--- config.mk ---
export PLATFORM = sky130hd
export DESIGN_NAME = quad_io_read_wrap_logic
export DESIGN_NICKNAME = d
export VERILOG_FILES = /design/src/quad_io_read_wrap_logic.v /design/src/sync_two_stage.v /design/src/wrap_addr_step.v
export VERILOG_INCLUDE_DIRS = /design/src /design/src/src
export SDC_FILE = /design/constraint.sdc
export NUM_CORES = 1
export LEC_CHECK = 0
export ABC_AREA = 1
export BUFFER_PORTS_ARGS = -buffer_cell sky130_fd_sc_hd__buf_4
export CAP_MARGIN = 15
export CORE_AREA = 4 4 97 99
export CTS_BUF_LIST = sky130_fd_sc_hd__clkbuf_8
export DETAILED_ROUTE_END_ITERATION = 8
export DIE_AREA = 0 0 101 103
export GPL_TIMING_DRIVEN = 1
export MAX_ROUTING_LAYER = met4
export PLACE_DENSITY = 0.91
export SYNTH_ARGS = -nofsm -noshare
export SYNTH_HDL_FRONTEND = slang
export SYNTH_SLANG_ARGS = --single-unit
--- constraint.sdc ---
create_clock -name mclk -period 8.7 [get_ports mclk]
set_clock_uncertainty 0.2 [all_clocks]
set_input_delay 2.61 -clock mclk [delete_from_list [all_inputs] [get_ports mclk]]
set_output_delay 2.61 -clock mclk [all_outputs]
set_load 0.01 [all_outputs]
--- src/quad_read_defs.vh ---
// Constants for the quad read and burst-wrap command sequencer
`ifndef QUAD_READ_DEFS_VH
`define QUAD_READ_DEFS_VH

// Command codes
`define CMD_QUAD_READ       8'hEB
`define CMD_WORD_QUAD_READ  8'hE7
`define CMD_ALIGN_QUAD_READ 8'hE3
`define CMD_SET_WRAP        8'h77

// Phase lengths in serial clocks
`define SPI_CMD_CLKS        5'h08
`define QPI_CMD_CLKS        5'h02
`define ADDR_CLKS           5'h06
`define MODE_CLKS           5'h02
`define WRAP_CLKS           5'h08

// Dummy clocks per command
`define DUMMY_QUAD_SPI      4'h4
`define DUMMY_WORD          4'h2
`define DUMMY_ALIGN         4'h0

// Continuous read select value that skips the command byte
`define CONT_SELECT_KEEP    2'b10

// Wrap setting: wrap_disable_bit at bit 0, length field at bits 2:1
`define WRAP_RESET          3'h1
`define WRAP_DIS_POS        0
`define WRAP_LEN_LSB        1

// Address masks for word and aligned reads
`define WORD_ADDR_MASK      24'hFF_FFFE
`define ALIGN_ADDR_MASK     24'hFF_FFF0

`endif

--- src/quad_io_read_wrap_logic.v ---
// Quad I/O read sequencer with continuous read mode and burst wrap
`timescale 1ns/1ps
`include "quad_read_defs.vh"

// Function
// - Quad read: quad address, four dummy clocks
// - Quad read commands need quad enable set; continuous reads skip the check
// - Mode byte follows address; low nibble ignored
// - Select 10 skips next command byte
// - Other select needs full command next
// - Quad instruction dummy 2/4/6/8, default two
// - Quad instruction mode keeps continuous and wrap
// - Word read: even address, two dummies
// - Word read honours continuous read select
// - Aligned read: 16-byte address, no dummies
// - Aligned read honours continuous read select
// - Wrap command: code, 24 ignored, 8 bits
// - Wrap length field picks 8..64 bytes
// - Wrap inside section until chip select rises
// - Wrap setting persists for later reads
// - Power-on wrap disabled
// - Read parameter bits select quad dummy count
// - Sample on rise, shift out on fall
// - Address increments after each byte
module quad_io_read_wrap_logic (
   input  wire        mclk,
   input  wire        sys_rst,
   input  wire        cs_n_pin,
   input  wire        sclk_pin,
   input  wire [3:0]  io_in,
   output reg  [3:0]  io_out,
   output reg  [3:0]  io_oe,
   input  wire        quad_enable_bit,
   input  wire        quad_instruction_mode,
   input  wire [1:0]  read_param_dummy,
   output reg  [23:0] mem_addr,
   output reg         mem_rd,
   input  wire [7:0]  mem_data,
   output wire        wrap_disable_bit,
   output wire [1:0]  wrap_length_field,
   output reg         continuous_read_active,
   output wire        read_busy
);

   localparam S_IDLE  = 3'd0;
   localparam S_CMD   = 3'd1;
   localparam S_ADDR  = 3'd2;
   localparam S_MODE  = 3'd3;
   localparam S_DUMMY = 3'd4;
   localparam S_DATA  = 3'd5;
   localparam S_WRAP  = 3'd6;
   localparam S_SKIP  = 3'd7;

   wire        cs_n_s;
   wire        cs_sel_s;
   wire        sclk_s;
   wire [3:0]  io_s;
   reg         sclk_d_r;
   wire        sclk_rise;
   wire        sclk_fall;

   reg  [2:0]  state_r;
   reg  [4:0]  cnt_r;
   reg  [31:0] sh_r;
   reg  [7:0]  cmd_r;
   reg  [3:0]  lo_r;
   reg         hi_r;
   reg  [2:0]  wrap_r;
   reg  [3:0]  dummy_need;
   reg         cmd_known;
   wire [31:0] sh_quad;
   wire [31:0] sh_one;
   wire [7:0]  cmd_in;
   wire [4:0]  cmd_clks;
   wire [23:0] addr_in;
   wire [23:0] addr_next;
   wire        wrap_on;

   // Pin inputs through two flops each; select inverted so reset reads idle
   sync_two_stage #(.WIDTH(6)) u_sync (
      .mclk    (mclk),
      .sys_rst (sys_rst),
      .din     ({~cs_n_pin, sclk_pin, io_in}),
      .dout    ({cs_sel_s, sclk_s, io_s})
   );

   // Deselected while the synchroniser is in reset, no false frame start
   assign cs_n_s = ~cs_sel_s;

   // Delayed serial clock for edge finding
   always @(posedge mclk or posedge sys_rst) begin
      if (sys_rst) begin
         sclk_d_r <= 1'b0;
      end else begin
         sclk_d_r <= sclk_s;
      end
   end

   // Edges only count while selected
   assign sclk_rise = sclk_s & ~sclk_d_r & ~cs_n_s;
   assign sclk_fall = ~sclk_s & sclk_d_r & ~cs_n_s;

   // Shift in one line or four, MSB first
   assign sh_quad  = {sh_r[27:0], io_s};
   assign sh_one   = {sh_r[30:0], io_s[0]};
   assign cmd_in   = quad_instruction_mode ? sh_quad[7:0] : sh_one[7:0];
   assign cmd_clks = quad_instruction_mode ? `QPI_CMD_CLKS : `SPI_CMD_CLKS;
   assign addr_in  = sh_quad[23:0];

   // Wrap state seen by software and the address stepper
   assign wrap_disable_bit  = wrap_r[`WRAP_DIS_POS];
   assign wrap_length_field = wrap_r[`WRAP_LEN_LSB+1:`WRAP_LEN_LSB];
   assign read_busy         = (state_r != S_IDLE);

   // Wrap applies to quad read and word read only
   assign wrap_on = ~wrap_r[`WRAP_DIS_POS] &
                    ((cmd_r == `CMD_QUAD_READ) || (cmd_r == `CMD_WORD_QUAD_READ));

   wrap_addr_step u_step (
      .addr              (mem_addr),
      .wrap_on           (wrap_on),
      .wrap_length_field (wrap_length_field),
      .addr_next         (addr_next)
   );

   // Dummy clocks for the current read command
   always @* begin
      dummy_need = `DUMMY_QUAD_SPI;
      case (cmd_r)
         `CMD_QUAD_READ: begin
            if (quad_instruction_mode) begin
               dummy_need = {read_param_dummy, 1'b0} + 4'h2;
            end else begin
               dummy_need = `DUMMY_QUAD_SPI;
            end
         end
         `CMD_WORD_QUAD_READ: begin
            dummy_need = `DUMMY_WORD;
         end
         `CMD_ALIGN_QUAD_READ: begin
            dummy_need = `DUMMY_ALIGN;
         end
         default: begin
            dummy_need = `DUMMY_QUAD_SPI;
         end
      endcase
   end

   // Which decoded commands this block serves
   always @* begin
      cmd_known = 1'b0;
      case (cmd_in)
         `CMD_QUAD_READ: begin
            cmd_known = quad_enable_bit;
         end
         `CMD_WORD_QUAD_READ, `CMD_ALIGN_QUAD_READ: begin
            cmd_known = quad_enable_bit & ~quad_instruction_mode;
         end
         `CMD_SET_WRAP: begin
            cmd_known = 1'b1;
         end
         default: begin
            cmd_known = 1'b0;
         end
      endcase
   end

   // Main sequencer
   always @(posedge mclk or posedge sys_rst) begin
      if (sys_rst) begin
         state_r                <= S_IDLE;
         cnt_r                  <= 5'h00;
         sh_r                   <= 32'h0000_0000;
         cmd_r                  <= 8'h00;
         lo_r                   <= 4'h0;
         hi_r                   <= 1'b1;
         wrap_r                 <= `WRAP_RESET;
         continuous_read_active <= 1'b0;
         io_out                 <= 4'h0;
         io_oe                  <= 4'h0;
         mem_addr               <= 24'h00_0000;
         mem_rd                 <= 1'b0;
      end else begin
         mem_rd <= 1'b0;
         if (cs_n_s) begin
            // Chip select high ends any sequence and frees the lines
            state_r <= S_IDLE;
            io_oe   <= 4'h0;
            cnt_r   <= 5'h00;
         end else begin
            case (state_r)
               S_IDLE: begin
                  cnt_r <= 5'h00;
                  hi_r  <= 1'b1;
                  if (continuous_read_active) begin
                     state_r <= S_ADDR;
                  end else begin
                     state_r <= S_CMD;
                  end
               end
               S_CMD: begin
                  if (sclk_rise) begin
                     sh_r  <= quad_instruction_mode ? sh_quad : sh_one;
                     cnt_r <= cnt_r + 5'h01;
                     if (cnt_r == cmd_clks - 5'h01) begin
                        cnt_r <= 5'h00;
                        cmd_r <= cmd_in;
                        if (!cmd_known) begin
                           state_r <= S_SKIP;
                        end else if (cmd_in == `CMD_SET_WRAP) begin
                           state_r <= S_WRAP;
                        end else begin
                           state_r <= S_ADDR;
                        end
                     end
                  end
               end
               S_ADDR: begin
                  if (sclk_rise) begin
                     sh_r  <= sh_quad;
                     cnt_r <= cnt_r + 5'h01;
                     if (cnt_r == `ADDR_CLKS - 5'h01) begin
                        cnt_r   <= 5'h00;
                        state_r <= S_MODE;
                        if (cmd_r == `CMD_WORD_QUAD_READ) begin
                           mem_addr <= addr_in & `WORD_ADDR_MASK;
                        end else if (cmd_r == `CMD_ALIGN_QUAD_READ) begin
                           mem_addr <= addr_in & `ALIGN_ADDR_MASK;
                        end else begin
                           mem_addr <= addr_in;
                        end
                     end
                  end
               end
               S_MODE: begin
                  if (sclk_rise) begin
                     cnt_r <= cnt_r + 5'h01;
                     if (cnt_r == 5'h00) begin
                        // Upper nibble holds the select; io1/io0 are bits 5/4
                        continuous_read_active <=
                           (io_s[1:0] == `CONT_SELECT_KEEP);
                     end
                     if (cnt_r == `MODE_CLKS - 5'h01) begin
                        // Lower nibble is ignored
                        cnt_r <= 5'h00;
                        if (dummy_need == 4'h0) begin
                           state_r <= S_DATA;
                        end else begin
                           state_r <= S_DUMMY;
                        end
                     end
                  end
               end
               S_DUMMY: begin
                  if (sclk_rise) begin
                     cnt_r <= cnt_r + 5'h01;
                     if (cnt_r == {1'b0, dummy_need} - 5'h01) begin
                        cnt_r   <= 5'h00;
                        state_r <= S_DATA;
                     end
                  end
               end
               S_DATA: begin
                  // Host has released the lines before this fall
                  if (sclk_fall) begin
                     io_oe <= 4'hF;
                     hi_r  <= ~hi_r;
                     if (hi_r) begin
                        io_out <= mem_data[7:4];
                        lo_r   <= mem_data[3:0];
                        mem_rd <= 1'b1;
                     end else begin
                        io_out   <= lo_r;
                        mem_addr <= addr_next;
                     end
                  end
               end
               S_WRAP: begin
                  if (sclk_rise) begin
                     sh_r  <= sh_quad;
                     cnt_r <= cnt_r + 5'h01;
                     if (cnt_r == `WRAP_CLKS - 5'h01) begin
                        // Top nibble is now in sh_r[3:0]; W7 and W3-0 dropped
                        wrap_r  <= sh_r[2:0];
                        cnt_r   <= 5'h00;
                        state_r <= S_SKIP;
                     end
                  end
               end
               S_SKIP: begin
                  state_r <= S_SKIP;
               end
               default: begin
                  state_r <= S_IDLE;
               end
            endcase
         end
      end
   end

endmodule

--- src/sync_two_stage.v ---
// Two flip-flop synchroniser for pin inputs
`timescale 1ns/1ps
module sync_two_stage #(
   parameter WIDTH = 1
) (
   input  wire             mclk,
   input  wire             sys_rst,
   input  wire [WIDTH-1:0] din,
   output reg  [WIDTH-1:0] dout
);

   reg [WIDTH-1:0] meta_r;

   // First stage feeds only the second
   always @(posedge mclk or posedge sys_rst) begin
      if (sys_rst) begin
         meta_r <= {WIDTH{1'b0}};
         dout   <= {WIDTH{1'b0}};
      end else begin
         meta_r <= din;
         dout   <= meta_r;
      end
   end

endmodule

--- src/wrap_addr_step.v ---
// Next read address with optional wrap inside an aligned section
`timescale 1ns/1ps
module wrap_addr_step (
   input  wire [23:0] addr,
   input  wire        wrap_on,
   input  wire [1:0]  wrap_length_field,
   output wire [23:0] addr_next
);

   wire [7:0] sect_mask;
   wire [7:0] low_inc;

   // Section of 8, 16, 32 or 64 bytes
   assign sect_mask = (8'h08 << wrap_length_field) - 8'h01;
   assign low_inc   = addr[7:0] + 8'h01;

   // Wrap keeps upper bits, plain mode counts through
   assign addr_next = wrap_on ?
      {addr[23:8], (addr[7:0] & ~sect_mask) | (low_inc & sect_mask)} :
      addr + 24'h00_0001;

endmodule

==> results of run 1 <==
-- final cells by class --
type                            count  area (um2)
Clock buffer                        9       123.9
Tap cell                          108       135.1
Fill cell                         698        2889
Clock inverter                      7       76.32
Multi-Input combinational cell    474        2392
Sequential cell                    88        2205
Timing Repair Buffer               59       450.4
Inverter                           74       279.0
-- kinds of logic (layout without fill, tap and decap cells) --
logic type               count (synthesis)  in the layout  share of synthesized area (%)
AO/OA/AOI/OAI                          137            137                          16.15
XOR/XNOR                                13             13                          2.285
adder cells (fa/ha/maj)                  8              8                          2.009
buffers and inverters                   94            149                          7.785
flip-flops                              88             88                          44.25
multiplexers                             2              2                         0.4520
AND/OR/NAND/NOR                        314            314                          27.07
-- critical path, stage by stage --
cell and delay, ps:
buf_4 160, clkinv_1 240, nor2_1 210, inv_1 50, nand2_1 60, nand2_1 90, ha_1 220, ha_1 300
xnor2_1 130, nor2_1 100, nand2_1 60, nor2_1 100, nand3_1 90, nand2_1 170, nand2_1 130, nand3_1 90
nand2_1 60
-- final timing paths --
check | end | slack [ps] | cells past startpoint
min in group asynchronous | mem_addr[19] | 2040 | 2
hold reg to reg | u_sync.dout[0] | 150 | 0
setup reg to reg | state_r[0] | 5800 | 17
setup / recovery | state_r[0] | 3880 | 17
max in group asynchronous | cmd_r[0] | 5130 | 3
hold / removal | u_sync.dout[0] | 150 | 0
-- where the power goes --
part           leakage [uW]  total [uW]  internal (uW)  switching [uW]
clock network     0.0000966         298            135             163
registers           0.00111         611            507             105
logic               0.00147         391            153             238
total               0.00268        1300            795             505
-- metal layers --
layer	global-route usage, %	vias up	routed length (um)	share of wire [%]
met1	34.12	2201	5227	41
met3	4.398	27	1056	8.4
met5	-	-	0	0
met2	40.56	222	6114	48
li1	-	2284	-	-
met4	8.180	0	240	1.9
-- synth_stat cells, types with 3 or more instances --
| cell type | number |
|---|---|
| nand2_1 | 172 |
| dfrtp_1 | 86 |
| inv_1 | 68 |
| nor2_1 | 63 |
| o21ai_0 | 51 |
| nand3_1 | 38 |
| a21oi_1 | 31 |
| o211ai_1 | 19 |
| nand4_1 | 16 |
| nor3_1 | 10 |
| xor2_1 | 10 |
| clkbuf_1 | 9 |
| a22oi_1 | 8 |
| ha_1 | 8 |
| o21ai_1 | 7 |
| a31oi_1 | 5 |
| inv_2 | 5 |
| buf_2 | 4 |
| buf_4 | 4 |
| nor2_2 | 4 |
| nor2_4 | 3 |
| o21a_1 | 3 |
| o31ai_1 | 3 |
| xnor2_1 | 3 |
-- metrics by stage --
step                total power [uW]  setup WS [ps]  hold WS (ps)
finish                          1300           3883         154.0
global route                    1382           3572         166.9
CTS                             1294           3952         156.3
detailed placement             998.8           3561         135.5
floorplan                      844.1           3615         131.2
global placement               979.9           3725         132.0
-- cell usage in the layout, fill, tap and decap left out, types with 10 or more instances in the layout --
master,n
nand2_1,172
dfrtp_1,86
inv_1,67
nor2_1,62
buf_4,58
o21ai_0,51
nand3_1,38
a21oi_1,31
o211ai_1,19
nand4_1,16
nor3_1,10
xor2_1,10
-- state kept, by name, indices dropped and copies added, names as in the netlist, 3 cells and up, named ones only --
register       flops
cnt_r              5
wrap_r             3
sh_r              20
mem_addr          19
u_sync.meta_r      6
cmd_r              8
lo_r               4
state_r            3
u_sync.dout        6
io_out             4
==> out/results.ini, run 1 <==
[worst_hold_path]
hold_class = flip-flop to flip-flop
hold_start = u_sync.meta_r[0]

[global_route]
grtUsageTotal_pct = 25.71
grt_max_degree = 60
antenna_found_initial = 0
grt_pass1_vias = 4308
grt_overflow = 0
grt_pass1_wl_um = 20600

[sta]
period_minus_slack_ps = 4817
fin_tns_setup_ps = 0
drv_slew = 0
worstMarginPinSlew_ps = 803.0
maxSlewHeadroom_pct = 46.41
finalSetupViolCount = 0
finalCritPeriodShare_pct = 55.36
max_freq_ghz = 0.2076
hold_viol_final = 0
rsz0062_at_grt = false

[cells_and_area]
layoutNonFillerInstCount = 819
final_area_um2 = 5662
syn_to_final_growth_pct = 13.64
final_core_util_pct = 66.21
diodes = 0
finalNetCount = 734
drive_above_1_share_pct = 13.92

[yosys]
ys.flop_type = dfrtp_1
async_flop_share_pct = 100.0
yosys.area.top_type_share_pct = 43.19
synth_largest_area_cell = dfrtp_1
synth_edf_count = 0
syn-num-nets = 684
syn_inst = 656
yosysSeqAreaShare_pct = 44.25
syn_avg_cell_area_um2 = 7.595
synth_warnings = 0
synth-seq-cells = 88
yosys.cell_types.count = 43
synth_area_um2 = 4982
synth_area_leaders = dfrtp_1, nand2_1, o21ai_0

[clock_tree]
htreeDepth = 3
insertion_delay_ps = 370
hold_buffers = 0
post_cts_buffers = 0
cts_buffer_depth = 2
clkTransAtPathRegs_ps = 90
cts_num_sinks = 88
cts-root-buf = clkbuf_8
cts-resized-gates = 0
numCtsBuffers = 9
cts_tree = built

[floorplanning]
die_area_um2 = 10400
core_um2 = 8551
die_h_um = 103
die_x_um = 101
start_util_pct = 58.27
ioPinCount = 58
row_count = 34

[setup_path]
worst_setup_path_start_kind = input pin
critical_path_arrival_ps = 4880
startpoint = quad_instruction_mode
critPathRequiredTime_ps = 8770
critical_path_class = input pin to flip-flop
worstPathMaxFanout = 14
worst_r2r_startpoint = cmd_r[4]
cp-end-kind = flip-flop

[place]
placedCellCount = 802
routabilityCongestion = 0.9351
io_buffers = 57
dp_hpwl_um = 9160
placed_area_um2 = 5446

[job]
drv_cap = 0

[detailed_routing]
drc_errors = 0
totalWireLength_um = 12640
vias = 4734
drt-vias-per-instance = 5.780
dr.pass1.iters = 5
ant_nets = 0
wire_per_inst_um = 15.43
drt_iter0_drc = 383

[power_and_ir_drop]
leakage_uw = 0.002682
power_density_nw_per_um2 = 229.6
vdd_drop_max_uv = 118.5

[outcome]
outcome = finished clean

(Power assumes the default switching activity.)
==> inputs of run 2 (changes only) <==
Settings changed: ABC_AREA 1 to 0, CORE_AREA 4 4 97 99 to 4 4 101 103, DIE_AREA 0 0 101 103 to 0 0 105 107, PLACE_DENSITY 0.91 to 0.88.
Clock period 8.7 ns to 4.4 ns, I/O delays scaled along.
==> run 2 against run 1 <==
  * Die area grew 8.0%
  * Flip-flop and latch count unchanged
  * Worst setup slack worse by 3200 ps
  * First-iteration DRC count decreased by 6.8%
  * Design area down 0.24%
  * Critical path type unchanged
  * Largest cell class unchanged
  * Largest power group unchanged
==> out/results.ini, run 2 <==
[power_and_ir_drop]
switching_share_pct = 37.91
power.switching_uw = 985.8
leakage_uw = 0.002532
power_density_nw_per_um2 = 460.4
power_uw = 2600
comb_power_share_pct = 29.5
clockPowerShare_pct = 21.8
p_int_uw = 1614
vdd_drop_max_uv = 216.5
seqPwrFrac_pct = 48.7

[sta]
finalSetupViolCount = 0
max_freq_ghz = 0.2689
drv_slew = 0
finalCritPeriodShare_pct = 84.53
period_minus_slack_ps = 3719
hold_viol_final = 0
rsz0062_at_grt = false
worstMarginPinSlew_ps = 914.6
maxSlewHeadroom_pct = 38.96
fin_tns_setup_ps = 0

[clock_tree]
post_cts_buffers = 0
cts-root-buf = clkbuf_8
cts_num_sinks = 88
cts_tree = built
cts_buffer_depth = 2
hold_buffers = 0
cts-resized-gates = 0
insertion_delay_ps = 360
numCtsBuffers = 9
clkTransAtPathRegs_ps = 80
htreeDepth = 3

[floorplanning]
die_x_um = 105
die_area_um2 = 11240
core_um2 = 9196
start_util_pct = 54.48
row_count = 35
ioPinCount = 58
die_h_um = 107

[detailed_routing]
vias = 4369
drc_errors = 0
ant_nets = 0
drt_iter0_drc = 357
drt-vias-per-instance = 6.277
wire_per_inst_um = 17.29
totalWireLength_um = 12040
dr.pass1.iters = 5

[yosys]
synth-seq-cells = 88
yosysMostFrequentCell = dfrtp_1
synth_largest_area_cell = dfrtp_1
synth_area_um2 = 5010
ys_top_cells_by_count = dfrtp_1, nand2_1, o21ai_0
async_flop_share_pct = 100.0
synth_area_leaders = dfrtp_1, mux2i_1, o21ai_0
yosysSeqAreaShare_pct = 44.01
yosys.cell_types.count = 72
synth_warnings = 0
syn_avg_cell_area_um2 = 9.277
syn-num-nets = 568
synth_edf_count = 0
ys.flop_type = dfrtp_1
syn_inst = 540
yosys.area.top_type_share_pct = 42.96

[global_route]
grt_pass1_vias = 4128
grt_max_degree = 53
grt_pass1_wl_um = 19930
antenna_found_initial = 0
grt_overflow = 0
grtUsageTotal_pct = 22.33

[worst_hold_path]
hold_class = flip-flop to flip-flop

[setup_path]
slowest_delay_ps = 310
critPathBufInv = 1
critPathRequiredTime_ps = 4430
critical_path_arrival_ps = 3750
critical_path_class = input pin to flip-flop
worst_setup_path_start_kind = input pin
cp-end-kind = flip-flop
worstPathMaxFanout = 20
crit_top_cell = ha_1
cp_slowest_cell = ha_1
cp_cell_sequence = buf_4, and4bb_2, a21oi_1, nand2b_1, ha_1, ha_1, xnor2_1, nor3_1, nand2_1, o211a_1, a2111oi_2, o32ai_1
cp_top_family = simple AND/OR/NAND/NOR gates

[cells_and_area]
final_cell_mix = dfrtp_1, buf_4, nand2_1, o21ai_0, a21oi_1
finalNetCount = 608
reg.largest.list = sh_r x20, mem_addr x19, cmd_r x8
mostFrequentLayoutCell = dfrtp_1
diodes = 0
largest_reg_flops = 20
layoutNonFillerInstCount = 696
drive_above_1_share_pct = 18.46
fillers = 753
syn_to_final_growth_pct = 12.74
final_core_util_pct = 61.42
regMostFlops = sh_r

[outcome]
outcome = finished clean

[place]
dp_hpwl_um = 8475
routabilityCongestion = 0.9085
io_buffers = 57
placedCellCount = 680

[job]
drv_cap = 0

## run 2: cell types whose count changed after synthesis, sizes merged, moves of 8 or more
| cell | previous run | this run |
|---|---|---|
| nand4 | 16 | 6 |
| mux2i | 0 | 29 |
| nor2 | 70 | 35 |
| mux2 | 2 | 13 |
| nand3 | 38 | 14 |
| nand2 | 175 | 58 |
| nand2b | 0 | 10 |
| o211ai | 19 | 6 |
| xor2 | 10 | 1 |
| clkbuf | 9 | 17 |
| a21oi | 31 | 42 |
| inv | 73 | 19 |
## run 2: logic make-up (layout without fill, tap and decap cells)
family	Yosys count	count (layout)	synth area share (%)
muxes	42	42	8.716
xor gates and xnor gates	6	6	1.049
and+or+nand+nor	178	178	18.43
AOI/OAI and AO/OA	165	165	20.63
DFF	88	88	44.01
adders and majority gates	8	8	1.998
buffers and inverters	53	98	5.170
## run 2: final timing paths
kind,from,to,slack (ps),depth (start not counted)
max in group asynchronous,sys_rst,wrap_r[0],2320,3
setup reg to reg,u_sync.dout[5],mem_addr[23],1210,6
min in group asynchronous,sys_rst,sh_r[16],920,2
hold reg to reg,u_sync.meta_r[0],u_sync.dout[0],150,0
hold / removal,u_sync.meta_r[0],u_sync.dout[0],150,0
setup / recovery,quad_instruction_mode,state_r[2],680,12
## run 2: layer usage
metal	up-vias	global-route usage, %	share of wire [%]
met5	-	-	0
met4	0	8.622	1.3
met3	17	3.251	6.5
met2	183	34.97	48
met1	2123	29.63	44
li1	2046	-	-
## run 2: cell type report
type / count / area (um2) / area share (%)
multi-input cells: 399 / 2550 / 45.15
flip-flops and latches: 88 / 2205 / 39.03
repair buffers: 63 / 485.5 / 8.595
well taps: 111 / 138.9 / 2.459
clock buffers: 9 / 123.9 / 2.193
clock inverters: 7 / 72.57 / 1.285
inverters: 19 / 72.57 / 1.285
## run 2: per-stage QoR
| stage | hold slack (ps) | instance area, um2 | setup slack [ps] |
|---|---|---|---|
| CTS | 155.1 | 5648 | 706.5 |
| global placement | 131.6 | 5451 | 492.6 |
| detailed placement | 134.7 | 5451 | 374.3 |
| finish | 152.3 | 5648 | 680.8 |
| floorplan | 131.2 | 5010 | 604.8 |
| global route | 159.9 | 5648 | 483.9 |
## run 2: worst register-to-register path, stage by stage (launching register included)
cell	delay [ps]
dfrtp_1	580
nand3b_1	300
nor4_1	530
o221a_2	600
nand2_1	430
a21o_1	270
a32o_1	200
## run 2: power groups by stage
stage                     combinational (uW)  sequential, uW  clock [uW]
after floorplan                          610            1150           0
after global placement                   723            1260           0
after detailed placement                 765            1270           0
after CTS                                770            1260         575
after global routing                     868            1300         613
final                                    768            1270         567
